`src/jbt_pkg.sv`:
```
// constants, state type and decode helpers for the boundary-scan port
package jbt_pkg;
    localparam int unsigned BSR_LEN = 115;
    localparam int unsigned IR_LEN = 4;
    localparam int unsigned BSR_DIS_CELLS = 3;
    localparam int unsigned IN_SYNC_W = 4;
    // instruction codes, most significant bit first
    localparam logic [3:0] IR_EXTEST = 4'h0;
    localparam logic [3:0] IR_SAMPLE = 4'h1;
    localparam logic [3:0] IR_BYPASS = 4'hF;
    // value parallel-loaded in capture-ir: upper bits zero, low bits 01
    localparam logic [3:0] IR_CAPTURE = 4'h1;
    // no identification register here, so reset falls back to bypass
    localparam logic [3:0] IR_RESET = 4'hF;
    // sync vector bit positions
    localparam int unsigned IN_TCK = 0;
    localparam int unsigned IN_TMS = 1;
    localparam int unsigned IN_TDI = 2;
    localparam int unsigned IN_TRST = 3;
    localparam int unsigned TLR_TMS_COUNT = 5;

    typedef enum logic [3:0] {
        ST_TLR, ST_IDLE, ST_SEL_DR, ST_CAP_DR, ST_SHIFT_DR, ST_EXIT1_DR,
        ST_PAUSE_DR, ST_EXIT2_DR, ST_UPD_DR, ST_SEL_IR, ST_CAP_IR,
        ST_SHIFT_IR, ST_EXIT1_IR, ST_PAUSE_IR, ST_EXIT2_IR, ST_UPD_IR
    } jbt_state_e;

    // boundary register is selected by external test and sample/preload
    function automatic logic jbt_sel_bsr(input logic [3:0] ir);
        return (ir == IR_EXTEST) || (ir == IR_SAMPLE);
    endfunction
endpackage

```
`src/jbt_tap_if.sv`:
```
// carrier between the datapath and the tap state machine
interface jbt_tap_if;
    logic tck_rise;
    logic tms;
    logic trst_n;
    jbt_pkg::jbt_state_e state;

    modport fsm (input tck_rise, input tms, input trst_n, output state);
    modport core (output tck_rise, output tms, output trst_n, input state);
endinterface

```
`src/jbt_sync.sv`:
```
// two flip-flop synchroniser for a bundle of asynchronous levels
module jbt_sync #(
    parameter int unsigned W = 1
) (
    input wire logic clock_i, // system clock
    input wire logic arst_n_i, // async reset, active low
    input wire logic [W-1:0] d_i, // asynchronous levels
    output logic [W-1:0] q_o // synchronised levels
);
    logic [W-1:0] meta_q;

    // first stage is read only by the second stage
    always_ff @(posedge clock_i or negedge arst_n_i) begin
        if (!arst_n_i) begin
            meta_q <= '0;
            q_o <= '0;
        end else begin
            meta_q <= d_i;
            q_o <= meta_q;
        end
    end
endmodule

```
`src/jbt_tap_fsm.sv`:
```
// sixteen-state test access port controller
module jbt_tap_fsm (
    input wire logic clock_i, // system clock
    input wire logic arst_n_i, // async reset, active low
    jbt_tap_if.fsm tap // edge, tms, reset in; state out
);
    logic [2:0] hi_cnt_q;

    // advance on each sampled rising tck edge; test reset wins
    always_ff @(posedge clock_i or negedge arst_n_i) begin
        if (!arst_n_i) begin
            tap.state <= jbt_pkg::ST_TLR;
        end else if (!tap.trst_n) begin
            tap.state <= jbt_pkg::ST_TLR;
        end else if (tap.tck_rise) begin
            unique case (tap.state)
                jbt_pkg::ST_TLR: tap.state <= tap.tms ? jbt_pkg::ST_TLR : jbt_pkg::ST_IDLE;
                jbt_pkg::ST_IDLE: tap.state <= tap.tms ? jbt_pkg::ST_SEL_DR : jbt_pkg::ST_IDLE;
                jbt_pkg::ST_SEL_DR: tap.state <= tap.tms ? jbt_pkg::ST_SEL_IR : jbt_pkg::ST_CAP_DR;
                jbt_pkg::ST_CAP_DR: tap.state <= tap.tms ? jbt_pkg::ST_EXIT1_DR : jbt_pkg::ST_SHIFT_DR;
                jbt_pkg::ST_SHIFT_DR: tap.state <= tap.tms ? jbt_pkg::ST_EXIT1_DR : jbt_pkg::ST_SHIFT_DR;
                jbt_pkg::ST_EXIT1_DR: tap.state <= tap.tms ? jbt_pkg::ST_UPD_DR : jbt_pkg::ST_PAUSE_DR;
                jbt_pkg::ST_PAUSE_DR: tap.state <= tap.tms ? jbt_pkg::ST_EXIT2_DR : jbt_pkg::ST_PAUSE_DR;
                jbt_pkg::ST_EXIT2_DR: tap.state <= tap.tms ? jbt_pkg::ST_UPD_DR : jbt_pkg::ST_SHIFT_DR;
                jbt_pkg::ST_UPD_DR: tap.state <= tap.tms ? jbt_pkg::ST_SEL_DR : jbt_pkg::ST_IDLE;
                jbt_pkg::ST_SEL_IR: tap.state <= tap.tms ? jbt_pkg::ST_TLR : jbt_pkg::ST_CAP_IR;
                jbt_pkg::ST_CAP_IR: tap.state <= tap.tms ? jbt_pkg::ST_EXIT1_IR : jbt_pkg::ST_SHIFT_IR;
                jbt_pkg::ST_SHIFT_IR: tap.state <= tap.tms ? jbt_pkg::ST_EXIT1_IR : jbt_pkg::ST_SHIFT_IR;
                jbt_pkg::ST_EXIT1_IR: tap.state <= tap.tms ? jbt_pkg::ST_UPD_IR : jbt_pkg::ST_PAUSE_IR;
                jbt_pkg::ST_PAUSE_IR: tap.state <= tap.tms ? jbt_pkg::ST_EXIT2_IR : jbt_pkg::ST_PAUSE_IR;
                jbt_pkg::ST_EXIT2_IR: tap.state <= tap.tms ? jbt_pkg::ST_UPD_IR : jbt_pkg::ST_SHIFT_IR;
                jbt_pkg::ST_UPD_IR: tap.state <= tap.tms ? jbt_pkg::ST_SEL_DR : jbt_pkg::ST_IDLE;
            endcase
        end
    end

    // helper: consecutive rising edges seen with tms high, saturating
    always_ff @(posedge clock_i or negedge arst_n_i) begin
        if (!arst_n_i) begin
            hi_cnt_q <= 3'h0;
        end else if (tap.tck_rise) begin
            if (!tap.tms) begin
                hi_cnt_q <= 3'h0;
            end else if (hi_cnt_q < 3'(jbt_pkg::TLR_TMS_COUNT)) begin
                hi_cnt_q <= hi_cnt_q + 3'h1;
            end
        end
    end

    property p_five_high;
        @(posedge clock_i) disable iff (!arst_n_i)
        hi_cnt_q == 3'(jbt_pkg::TLR_TMS_COUNT) |-> tap.state == jbt_pkg::ST_TLR;
    endproperty
    a_five_high: assert property (p_five_high) else $error("five tms highs did not reach reset");

    property p_trst;
        @(posedge clock_i) disable iff (!arst_n_i)
        !tap.trst_n |=> tap.state == jbt_pkg::ST_TLR;
    endproperty
    a_trst: assert property (p_trst) else $error("test reset did not reach reset state");

    property p_sel_ir;
        @(posedge clock_i) disable iff (!arst_n_i)
        tap.trst_n && tap.tck_rise && tap.state == jbt_pkg::ST_SEL_IR
        |=> tap.state == ($past(tap.tms) ? jbt_pkg::ST_TLR : jbt_pkg::ST_CAP_IR);
    endproperty
    a_sel_ir: assert property (p_sel_ir) else $error("bad exit from select-ir");

    property p_exit2_dr;
        @(posedge clock_i) disable iff (!arst_n_i)
        tap.trst_n && tap.tck_rise && tap.state == jbt_pkg::ST_EXIT2_DR
        |=> tap.state == ($past(tap.tms) ? jbt_pkg::ST_UPD_DR : jbt_pkg::ST_SHIFT_DR);
    endproperty
    a_exit2_dr: assert property (p_exit2_dr) else $error("bad exit from exit2-dr");

    property p_upd_dr;
        @(posedge clock_i) disable iff (!arst_n_i)
        tap.trst_n && tap.tck_rise && tap.state == jbt_pkg::ST_UPD_DR
        |=> tap.state == ($past(tap.tms) ? jbt_pkg::ST_SEL_DR : jbt_pkg::ST_IDLE);
    endproperty
    a_upd_dr: assert property (p_upd_dr) else $error("bad exit from update-dr");

    c_pause_ir: cover property (@(posedge clock_i) disable iff (!arst_n_i)
        tap.state == jbt_pkg::ST_PAUSE_IR);
endmodule

```
`src/jbt_tap.sv`:
```
// boundary-scan port: tck sampling, instruction, bypass and boundary registers

module jbt_tap (
    input wire logic clock_i, // system clock, 50 MHz
    input wire logic arst_n_i, // async reset, active low
    input wire logic tck_i, // test clock pin
    input wire logic tms_i, // test mode select pin
    input wire logic tdi_i, // test data in pin
    input wire logic trst_n_i, // test reset pin, active low
    input wire logic [114:0] pin_in_i, // pad levels, cell 1 at bit 0
    input wire logic [114:0] core_out_i, // values the core drives
    output logic tdo_o, // test data out
    output logic tdo_oe_o, // test data out enable
    output logic [114:0] pin_out_o, // values sent to pads
    output logic extest_o // pads under test control
);
    logic [3:0] in_s;
    logic [114:0] pin_s;
    logic tck_prev_q;
    logic [2:0] warm_q;
    logic tck_rise;
    logic tck_fall;
    logic tms_s;
    logic tdi_s;
    logic [3:0] ir_shift_q;
    logic [3:0] ir_q;
    logic byp_q;
    logic [114:0] bsr_shift_q;
    logic [114:0] bsr_upd_q;
    logic sel_bsr;
    jbt_pkg::jbt_state_e state;

    jbt_tap_if tap_if ();

    // pins come from another clock domain, so two flops each
    jbt_sync #(
        .W(jbt_pkg::IN_SYNC_W)
    ) u_sync_tap (
        .clock_i(clock_i),
        .arst_n_i(arst_n_i),
        .d_i({trst_n_i, tdi_i, tms_i, tck_i}),
        .q_o(in_s)
    );

    jbt_sync #(
        .W(jbt_pkg::BSR_LEN)
    ) u_sync_pins (
        .clock_i(clock_i),
        .arst_n_i(arst_n_i),
        .d_i(pin_in_i),
        .q_o(pin_s)
    );

    // sync and edge flop leave reset at 0 while tck may idle high;
    // edges are ignored until three clocks have refilled both stages
    always_ff @(posedge clock_i or negedge arst_n_i) begin
        if (!arst_n_i) begin
            warm_q <= 3'h0;
        end else begin
            warm_q <= {warm_q[1:0], 1'b1};
        end
    end

    // tck edge finder on the synchronised level
    always_ff @(posedge clock_i or negedge arst_n_i) begin
        if (!arst_n_i) begin
            tck_prev_q <= 1'b0;
        end else begin
            tck_prev_q <= in_s[jbt_pkg::IN_TCK];
        end
    end

    assign tck_rise = warm_q[2] && in_s[jbt_pkg::IN_TCK] && !tck_prev_q;
    assign tck_fall = warm_q[2] && !in_s[jbt_pkg::IN_TCK] && tck_prev_q;
    assign tms_s = in_s[jbt_pkg::IN_TMS];
    assign tdi_s = in_s[jbt_pkg::IN_TDI];

    // controller sees edge, mode and test reset through the carrier
    assign tap_if.tck_rise = tck_rise;
    assign tap_if.tms = tms_s;
    assign tap_if.trst_n = in_s[jbt_pkg::IN_TRST];
    assign state = tap_if.state;

    jbt_tap_fsm u_fsm (
        .clock_i(clock_i),
        .arst_n_i(arst_n_i),
        .tap(tap_if.fsm)
    );

    // reserved codes fall through to bypass
    assign sel_bsr = jbt_pkg::jbt_sel_bsr(ir_q);

    // instruction shift stage; lsb leaves first toward tdo
    always_ff @(posedge clock_i or negedge arst_n_i) begin
        if (!arst_n_i) begin
            ir_shift_q <= jbt_pkg::IR_CAPTURE;
        end else if (tck_rise) begin
            if (state == jbt_pkg::ST_CAP_IR) begin
                ir_shift_q <= jbt_pkg::IR_CAPTURE;
            end else if (state == jbt_pkg::ST_SHIFT_IR) begin
                ir_shift_q <= {tdi_s, ir_shift_q[3:1]};
            end
        end
    end

    // current instruction; only update-ir and reset touch it
    always_ff @(posedge clock_i or negedge arst_n_i) begin
        if (!arst_n_i) begin
            ir_q <= jbt_pkg::IR_RESET;
        end else if (state == jbt_pkg::ST_TLR) begin
            ir_q <= jbt_pkg::IR_RESET;
        end else if (tck_rise && state == jbt_pkg::ST_UPD_IR) begin
            ir_q <= ir_shift_q;
        end
    end

    // bypass stage has no parallel input, so capture leaves it alone
    always_ff @(posedge clock_i or negedge arst_n_i) begin
        if (!arst_n_i) begin
            byp_q <= 1'b0;
        end else if (tck_rise && !sel_bsr && state == jbt_pkg::ST_SHIFT_DR) begin
            byp_q <= tdi_s;
        end
    end

    // boundary shift path: cell 1 is bit 0 next to tdi
    always_ff @(posedge clock_i or negedge arst_n_i) begin
        if (!arst_n_i) begin
            bsr_shift_q <= '0;
        end else if (tck_rise && sel_bsr) begin
            if (state == jbt_pkg::ST_CAP_DR) begin
                bsr_shift_q <= pin_s;
            end else if (state == jbt_pkg::ST_SHIFT_DR) begin
                bsr_shift_q <= {bsr_shift_q[113:0], tdi_s};
            end
        end
    end

    // update stage loads on falling tck in update-dr; test-logic-reset clears its top three cells
    always_ff @(posedge clock_i or negedge arst_n_i) begin
        if (!arst_n_i) begin
            bsr_upd_q <= '0;
        end else if (state == jbt_pkg::ST_TLR) begin
            // top cells act as enables; clearing them parks outputs
            bsr_upd_q[114:112] <= 3'h0;
        end else if (tck_fall && sel_bsr && state == jbt_pkg::ST_UPD_DR) begin
            bsr_upd_q <= bsr_shift_q;
        end
    end

    // tdo moves on falling tck so the tester samples a settled bit
    always_ff @(posedge clock_i or negedge arst_n_i) begin
        if (!arst_n_i) begin
            tdo_o <= 1'b0;
            tdo_oe_o <= 1'b0;
        end else if (tck_fall) begin
            tdo_oe_o <= (state == jbt_pkg::ST_SHIFT_DR) || (state == jbt_pkg::ST_SHIFT_IR);
            if (state == jbt_pkg::ST_SHIFT_IR) begin
                tdo_o <= ir_shift_q[0];
            end else if (sel_bsr) begin
                tdo_o <= bsr_shift_q[114];
            end else begin
                tdo_o <= byp_q;
            end
        end
    end

    // pads follow the core unless external test owns them; one cycle late
    always_ff @(posedge clock_i or negedge arst_n_i) begin
        if (!arst_n_i) begin
            pin_out_o <= '0;
            extest_o <= 1'b0;
        end else begin
            extest_o <= (ir_q == jbt_pkg::IR_EXTEST);
            pin_out_o <= (ir_q == jbt_pkg::IR_EXTEST) ? bsr_upd_q : core_out_i;
        end
    end

    property p_cap_ir;
        @(posedge clock_i) disable iff (!arst_n_i)
        tck_rise && state == jbt_pkg::ST_CAP_IR |=> ir_shift_q == 4'h1;
    endproperty
    a_cap_ir: assert property (p_cap_ir) else $error("capture-ir value wrong");

    property p_shift_ir;
        @(posedge clock_i) disable iff (!arst_n_i)
        tck_rise && state == jbt_pkg::ST_SHIFT_IR
        |=> ir_shift_q == {$past(tdi_s), $past(ir_shift_q[3:1])};
    endproperty
    a_shift_ir: assert property (p_shift_ir) else $error("instruction shift wrong");

    property p_upd_ir;
        @(posedge clock_i) disable iff (!arst_n_i)
        tck_rise && state == jbt_pkg::ST_UPD_IR |=> ir_q == $past(ir_shift_q);
    endproperty
    a_upd_ir: assert property (p_upd_ir) else $error("instruction not taken in update-ir");

    property p_shift_dr;
        @(posedge clock_i) disable iff (!arst_n_i)
        tck_rise && sel_bsr && state == jbt_pkg::ST_SHIFT_DR
        |=> bsr_shift_q == {$past(bsr_shift_q[113:0]), $past(tdi_s)};
    endproperty
    a_shift_dr: assert property (p_shift_dr) else $error("boundary shift wrong");

    property p_cap_dr;
        @(posedge clock_i) disable iff (!arst_n_i)
        tck_rise && sel_bsr && state == jbt_pkg::ST_CAP_DR |=> bsr_shift_q == $past(pin_s);
    endproperty
    a_cap_dr: assert property (p_cap_dr) else $error("boundary capture wrong");

    property p_upd_dr_fall;
        @(posedge clock_i) disable iff (!arst_n_i)
        tck_fall && sel_bsr && state == jbt_pkg::ST_UPD_DR |=> bsr_upd_q == $past(bsr_shift_q);
    endproperty
    a_upd_dr_fall: assert property (p_upd_dr_fall) else $error("update-dr latch missed");

    property p_upd_hold;
        @(posedge clock_i) disable iff (!arst_n_i)
        state == jbt_pkg::ST_SHIFT_DR |=> $stable(bsr_upd_q);
    endproperty
    a_upd_hold: assert property (p_upd_hold) else $error("outputs moved while shifting");

    property p_pause;
        @(posedge clock_i) disable iff (!arst_n_i)
        state == jbt_pkg::ST_PAUSE_DR || state == jbt_pkg::ST_PAUSE_IR
        |=> $stable(bsr_shift_q) && $stable(ir_shift_q) && $stable(ir_q);
    endproperty
    a_pause: assert property (p_pause) else $error("registers moved in pause");

    property p_tdo_oe;
        @(posedge clock_i) disable iff (!arst_n_i)
        tck_fall |=> tdo_oe_o == ($past(state) == jbt_pkg::ST_SHIFT_DR || $past(state) == jbt_pkg::ST_SHIFT_IR);
    endproperty
    a_tdo_oe: assert property (p_tdo_oe) else $error("tdo enable wrong");

    property p_tdo_fall;
        @(posedge clock_i) disable iff (!arst_n_i)
        !tck_fall |=> $stable(tdo_o) && $stable(tdo_oe_o);
    endproperty
    a_tdo_fall: assert property (p_tdo_fall) else $error("tdo moved off falling tck");

    property p_core_pins;
        @(posedge clock_i) disable iff (!arst_n_i)
        ir_q != jbt_pkg::IR_EXTEST |=> pin_out_o == $past(core_out_i);
    endproperty
    a_core_pins: assert property (p_core_pins) else $error("core lost the pins");

    property p_ext_pins;
        @(posedge clock_i) disable iff (!arst_n_i)
        ir_q == jbt_pkg::IR_EXTEST |=> pin_out_o == $past(bsr_upd_q) && extest_o;
    endproperty
    a_ext_pins: assert property (p_ext_pins) else $error("test pattern not on pins");

    property p_reserved;
        @(posedge clock_i) disable iff (!arst_n_i)
        tck_rise && state == jbt_pkg::ST_SHIFT_DR && !jbt_pkg::jbt_sel_bsr(ir_q) |=> byp_q == $past(tdi_s);
    endproperty
    a_reserved: assert property (p_reserved) else $error("bypass not on path");

    property p_tlr;
        @(posedge clock_i) disable iff (!arst_n_i)
        state == jbt_pkg::ST_TLR |=> ir_q == jbt_pkg::IR_RESET && bsr_upd_q[114:112] == 3'h0;
    endproperty
    a_tlr: assert property (p_tlr) else $error("reset state left instruction or output cells");

    property p_tdo_byp;
        @(posedge clock_i) disable iff (!arst_n_i)
        tck_fall && !sel_bsr && state == jbt_pkg::ST_SHIFT_DR |=> tdo_o == $past(byp_q);
    endproperty
    a_tdo_byp: assert property (p_tdo_byp) else $error("bypass stage not on tdo");

    c_extest: cover property (@(posedge clock_i) disable iff (!arst_n_i)
        extest_o && tck_fall && state == jbt_pkg::ST_UPD_DR);
    c_sample: cover property (@(posedge clock_i) disable iff (!arst_n_i)
        ir_q == jbt_pkg::IR_SAMPLE && tck_rise && state == jbt_pkg::ST_CAP_DR);
    c_bypass: cover property (@(posedge clock_i) disable iff (!arst_n_i)
        ir_q == jbt_pkg::IR_BYPASS && tck_rise && state == jbt_pkg::ST_SHIFT_DR);
endmodule

```
`config.mk`:
```
export PLATFORM = sky130hd
export DESIGN_NAME = jbt_tap
export DESIGN_NICKNAME = d
export VERILOG_FILES = /design/src/jbt_pkg.sv /design/src/jbt_tap_if.sv /design/src/jbt_sync.sv /design/src/jbt_tap_fsm.sv /design/src/jbt_tap.sv
export SDC_FILE = /design/constraint.sdc
export NUM_CORES = 1
export LEC_CHECK = 0
export ABC_AREA = 1
export BUFFER_PORTS_ARGS = -buffer_cell sky130_fd_sc_hd__buf_2
export CORE_ASPECT_RATIO = 0.9
export CORE_MARGIN = 2
export CORE_UTILIZATION = 56
export CTS_CLUSTER_SIZE = 10
export DETAILED_ROUTE_END_ITERATION = 12
export HOLD_SLACK_MARGIN = 0.05
export PLACE_DENSITY_LB_ADDON = 0.05
export SETUP_SLACK_MARGIN = 0.2
export SLEW_MARGIN = 20
export SYNTH_ARGS = -nofsm -noshare
export SYNTH_HDL_FRONTEND = slang
export SYNTH_SLANG_ARGS = --single-unit
export TNS_END_PERCENT = 30
```
`constraint.sdc`:
```
create_clock -name clock_i -period 1.7 [get_ports clock_i]
set_input_delay 0.085 -clock clock_i [delete_from_list [all_inputs] [get_ports clock_i]]
set_output_delay 0.085 -clock clock_i [all_outputs]
set_load 0.02 [all_outputs]
```
# After elaboration in Yosys (flattened, before gate mapping)
# Index checks and enable logic that the tools add are counted.
# totals
regBits,603
wordCells,88
output_inout_bits,118
in_bits,236
# op_classes
reduce_logical,27
n_bitwise,1
eq_ne,17
n_mux,26
# op_table
cell,count
2-to-1 mux 115 bit,4
case mux 4 bit (12 select lines),1
2-to-1 mux 4 bit,10
"== test 4 bit, second input constant",8
"== test 4 x 3 -> 1 bit, second input constant",4
logical AND 1 bit,10
2-to-1 mux 3 bit,3
"== test 4 x 1 -> 1 bit, second input constant",2
"== test 4 x 2 -> 1 bit, second input constant",2
logical NOT 4 bit,2
nonzero test 2 bit,4
2-to-1 mux 2 bit,3
AND reduction 2 bit,3
2-to-1 mux 1 bit,5
OR reduction 2 bit,2
logical NOT 1 bit,3
OR reduction 3 bit,1
logical OR 1 bit,2
"!= test 2 bit, second input constant",1
inverter 1 bit,1

# Depth between registers and ports, before layout
# depth
ltp_word,7
mapped_depth,9
ltp_nobuf,8

# By module
# Synthesis repeated with hierarchy kept, for this count alone.
# unflattened
cells_unflattened,2249
hier_area_um2,21672.0
# modules_own_cells
mod,seq_area_each_um2,area_each_um2,instances,cells_per_inst
jbt_tap,9039.9,15299.7,1,1933
jbt_sync at u_sync_pins,5755.5,5755.5,1,230
jbt_tap_fsm,100.1,416.6,1,78
jbt_sync at u_sync_tap,200.2,200.2,1,8

# Least setup slack after synthesis
# Ideal clock, no wire load.
# synth_timing
kind,register to register
start,register u_fsm.tap.state[1]
end,register bsr_shift_q[109]
required_ns,1.577
arrival_time_ns,1.343
setup_time_ns,0.123
path_stages_with_launch,9
period_less_slack_ns,1.467
slack_ns,0.233
path_buffers,2
cell_sequence,dfrtp_1 -> nor2_2 -> nand2_2 -> nand2_2 -> nand3_4 -> buf_6 -> buf_6 -> nand2_1 -> o21ai_2
# synth_via
elab_chain_len,3
elab_cells_between_ends,5
classes_between,eq/ne (2); mux (1); reduce/logical (2)
# synth_rtl
element,line_no,rtl
from (decl),jbt_tap_if.sv:8,"modport fsm (input tck_rise, input tms, input trst_n, output state);"
from (signal assigned),jbt_tap_fsm.sv:12,tap.state <= jbt_pkg::ST_TLR;
from (signal assigned),jbt_tap_fsm.sv:14,tap.state <= jbt_pkg::ST_TLR;
from (signal assigned),jbt_tap_fsm.sv:17,jbt_pkg::ST_TLR: tap.state <= tap.tms ? jbt_pkg::ST_TLR : jbt_pkg::ST_IDLE;
== test 4 x 3 -> 1 bit or == test 4 x 2 -> 1 bit (tied branches),"jbt_tap.sv:133, jbt_tap.sv:131",
nonzero test 2 bit (no source line),--,
AND reduction 2 bit (no source line),--,
to (signal assigned),jbt_tap.sv:132,bsr_shift_q <= pin_s;
to (signal assigned),jbt_tap.sv:134,"bsr_shift_q <= {bsr_shift_q[113:0], tdi_s};"
to (decl),jbt_tap.sv:28,logic [114:0] bsr_shift_q;
# Several ways; a longest one is shown, not always the timed one.
# A chain may end at the register's enable or synchronous reset.

# Worst setup path in the final report
# layout_timing
start,register u_fsm.tap.state[1]
end,register bsr_shift_q[70]
# The elaborated chain is that of the path after synthesis.

==> metrics.md <==
| Metric | Value |
|---|---|
| Total track usage | 0.279 |
| Synth Register Bits | 603 |
| Core Region | 0.0375 mm^2 |
| Residual DRC count | 0 |
| Setup TNS | 0 ns |
| Die Width | roughly 210 um |
| CTS tree | built |
| Top cells by area, synth | dfrtp_1 70%, nand2_1 13%, o21ai_0 3.7% |
| Filler cells | 2279 |
| Reg2reg path depth | 8 |
| Final hold viol count | 0 |
| M1 GR Usage | 0.363 |
| Critical path type | flip-flop to flip-flop |
| Routed len/inst | about 19 um |
| Number of detailed-route iterations in the first pass | 5 |
| Gr ovfl total | 0 |
| Port Buffer Count | ~350 |
| Final core occ | 0.796 |
| Status | finished clean |
| Setup-failing EPs final | 0 |
| I/O pin cnt | 354 |
| DIE HEIGHT | approximately 190 um |
| H-tree Lvls | 3 |
| Vias/cell | around 5.1 |
| Multi-input gate area | 0.00562 mm^2 |
| PD cells | roughly 1000 mW/mm^2 |
| Largest net degree at the start of global routing | 90 |
| Async SR Flop Fraction | 1.00 |
| Hold Crit Depth | 2 |
| Mean post-synth cell area | around 11 um^2 |
| DR iter-0 viols | between 1000 and 1500 |
| Die area | a little under 0.04 mm^2 |
| CTS Root Cell | clkbuf_16 |
| Minimum clock period | about 1.6 ns |
| Area Overhead vs Synth | 39.6% |
| Max Root-Sink Buffers | 3 |
| Required time of the critical path | 2.15 ns |
| Worst IR Drop VDD | ~0.96 mV |
| GRT busiest layer | met2 |
| Slew Viols, Final | 0 |
| Arr. time, crit path | roughly 2.1 ns |
| Clock Skew | between 0.015 and 0.02 ns |
| M2 GR Usage | 0.472 |
| Hold Crit Start | pin_in_i[69] |
| Nets | 2911 |
| Count of cell types in the netlist | 25 |
| Syn Nets | ~2200 |
| Top-count cell post-synth | nand2_1 |
| Synth cell count leaders | 728 x nand2_1, 598 x dfrtp_1, 160 x o21ai_0 |
| Crit start category | flip-flop |
| Mapped cell area | ~0.021 mm^2 |
| Synth top area share | 0.700 |
| First-pass GRT wire length | 86.6 mm |
| Critical Path Fanout Max | 25 |
| MaxCap Viol Count | 0 |
| Lkg Pwr | roughly 15 nW |
| CTS sink count | about 600 |
| Critical Path End Type | flip-flop |
| Mapped Cells | just under 2000 |
| Share of layout cells above drive strength 1 | 0.283 |
| Final wirelength | about 60 mm |
| Critical R2R Launch | u_fsm.tap.state[1]$_DFFE_PN0P_ |
| FF/Latch Area | 0.0151 mm^2 |
| GR Util met3 | 0.0532 |
| Worst Max-Slew Pin Slew | between 0.5 and 0.6 ns |
| Sequential area share after synthesis | 0.706 |
| Terminus of the critical flop-to-flop path | bsr_shift_q[70]$_DFFE_PN0P_ |
| Achievable clock frequency | ~620 MHz |
| Hpwl dp | about 32 mm |
| Worst-skew pair later-pin latency | about 0.58 ns |
| RSZ-0062 raised after global routing | true |
| HP Class | input pin to flip-flop |
| Number of global-route vias before repair | approximately 17000 |
| Reg2Reg Setup Slack | 0.08 ns |
| DR vias | around 16000 |
| Final period util | 0.955 |
| Most used DFF post-synth | dfrtp_1 |
| Initial Util | 0.570 |
| Synth Warn # | 0 |
| TritonCTS Buffers | 70 |
| Detail Route Antenna Nets | 0 |
| Num rows | 67 |
| Initial antenna violation count | 8 |
| Worst-path clk slew | ~0.050 ns |
| Largest area contributor in the netlist | dfrtp_1 |
| Rel. slew slack | 0.661 |
| Final GP Congestion | 0.867 |
| Worst Hold Path EP | u_sync_pins.meta_q[69]$_DFF_PN0_ |
| Post-synth EDFFs | 0 |
cells in the final DEF (no fill, tap or decap), types with 3 or more instances in the layout:
cell type and n:
nand2_1 647, dfrtp_1 597, buf_2 352, dlygate4sd3_1 236, o21ai_0 149, inv_1 127
o21ai_1 126, clkbuf_16 91, o21ai_2 86, buf_4 61, nand2_2 49, nand2_4 36
buf_12 28, nor2_1 13, nand3_1 12, buf_16 9, clkbuf_1 8, buf_8 8
inv_2 7, nor2_4 6, buf_6 6, diode_2 5, dfstp_2 5, a21oi_1 3
power breakdown:
| group | internal (mW) | switching (mW) | leakage, nW |
|---|---|---|---|
| Sequential | 14.8 | 0.146 | 7.58 |
| Clock | 7.58 | 5.30 | 0.909 |
| Combinational | 0.825 | 0.901 | 6.66 |
worst max path at each step:
stage / from / end / slack [ns] / depth (start not counted)
floorplan: u_fsm.tap.state[1]$_DFFE_PN0P_ / bsr_shift_q[109]$_DFFE_PN0P_ / 0.23 / 8
global placement: u_fsm.tap.state[0]$_DFFE_PN0P_ / u_fsm.tap.state[2]$_DFFE_PN0P_ / 0.11 / 9
detailed placement: u_fsm.tap.state[3]$_DFFE_PN0P_ / bsr_shift_q[82]$_DFFE_PN0P_ / 0.06 / 8
CTS: ir_q[2]$_DFFE_PN1P_ / pin_out_o[98]$_DFF_PN0_ / 0.09 / 8
global route: u_fsm.tap.state[2]$_DFFE_PN0P_ / bsr_shift_q[70]$_DFFE_PN0P_ / 0.03 / 10
finish: u_fsm.tap.state[1]$_DFFE_PN0P_ / bsr_shift_q[70]$_DFFE_PN0P_ / 0.08 / 8
critical path, cell delays in order (launching register included):
cell     delay (ns)
dfrtp_1        0.43
nor2_4         0.23
nand2_2        0.11
nand2_4        0.07
nand3_4        0.12
buf_12         0.19
buf_12         0.16
nand2_1        0.11
o21ai_2        0.07
flip-flops by register name, summed over array words and instances, names as in the netlist, 4 cells and up:
signal	count
ir_shift_q	4
ir_q	4
bsr_upd_q	115
u_sync_pins.q_o	115
u_fsm.tap.state	4
bsr_shift_q	115
pin_out_o	115
u_sync_tap.meta_q	4
u_sync_tap.q_o	4
u_sync_pins.meta_q	115
per-stage QoR:
| stage | hold WS (ns) | std cells | total power [mW] | setup WS [ns] | cell area, um^2 |
|---|---|---|---|---|---|
| 2_1_floorplan | -0.211 | 1980 | 15.5 | 0.233 | 21400 |
| 6_report | 0.152 | 3173 | 29.6 | 0.0758 | 29800 |
| 4_1_cts | 0.115 | 3134 | 29.7 | 0.0948 | 28700 |
| 3_3_place_gp | 0.0282 | 2802 | 16.4 | 0.113 | 24200 |
| 3_5_place_dp | 0.0314 | 2802 | 16.4 | 0.0618 | 24200 |
| 5_1_grt | 0.138 | 3171 | 30.5 | 0.0274 | 29800 |
layer usage:
| metal | up-vias | part of all wire |
|---|---|---|
| met5 | - | 0.00047 |
| met4 | 6 | 0.032 |
| met3 | 142 | 0.055 |
| met2 | 586 | 0.50 |
| met1 | 8002 | 0.41 |
| li1 | 7591 | - |
final cells by class:
cell class	count	area share
sequential	603	0.506
timing repair buffer	720	0.204
multi-input combinational	1142	0.188
clock buffer	81	0.0622
tap	483	0.0202
inverter	137	0.0183
antenna	5	0.000419
timing repair inverter	1	0.000377
clock inverter	1	0.000252
what timing repair did:
item                                    in CTS  in global routing
endpoints found under the setup margin     233                401
gates resized for setup                     34                146
setup buffers                               11                  8
hold buffers                               236                  0
hold endpoints to repair                   644                  0
cloned                                       3                 26
pin swaps                                    0                 34
kinds of logic (layout without fill, tap and decap cells):
group           after synthesis  after routing  share of synthesized area
compound gates              370            370                      0.102
buf+inv                     236            940                     0.0524
flops                       603            603                      0.706
other cells                   1              6                   0.000175
simple gates                770            771                      0.139
Note: power is estimated with default switching activity, not from simulation.
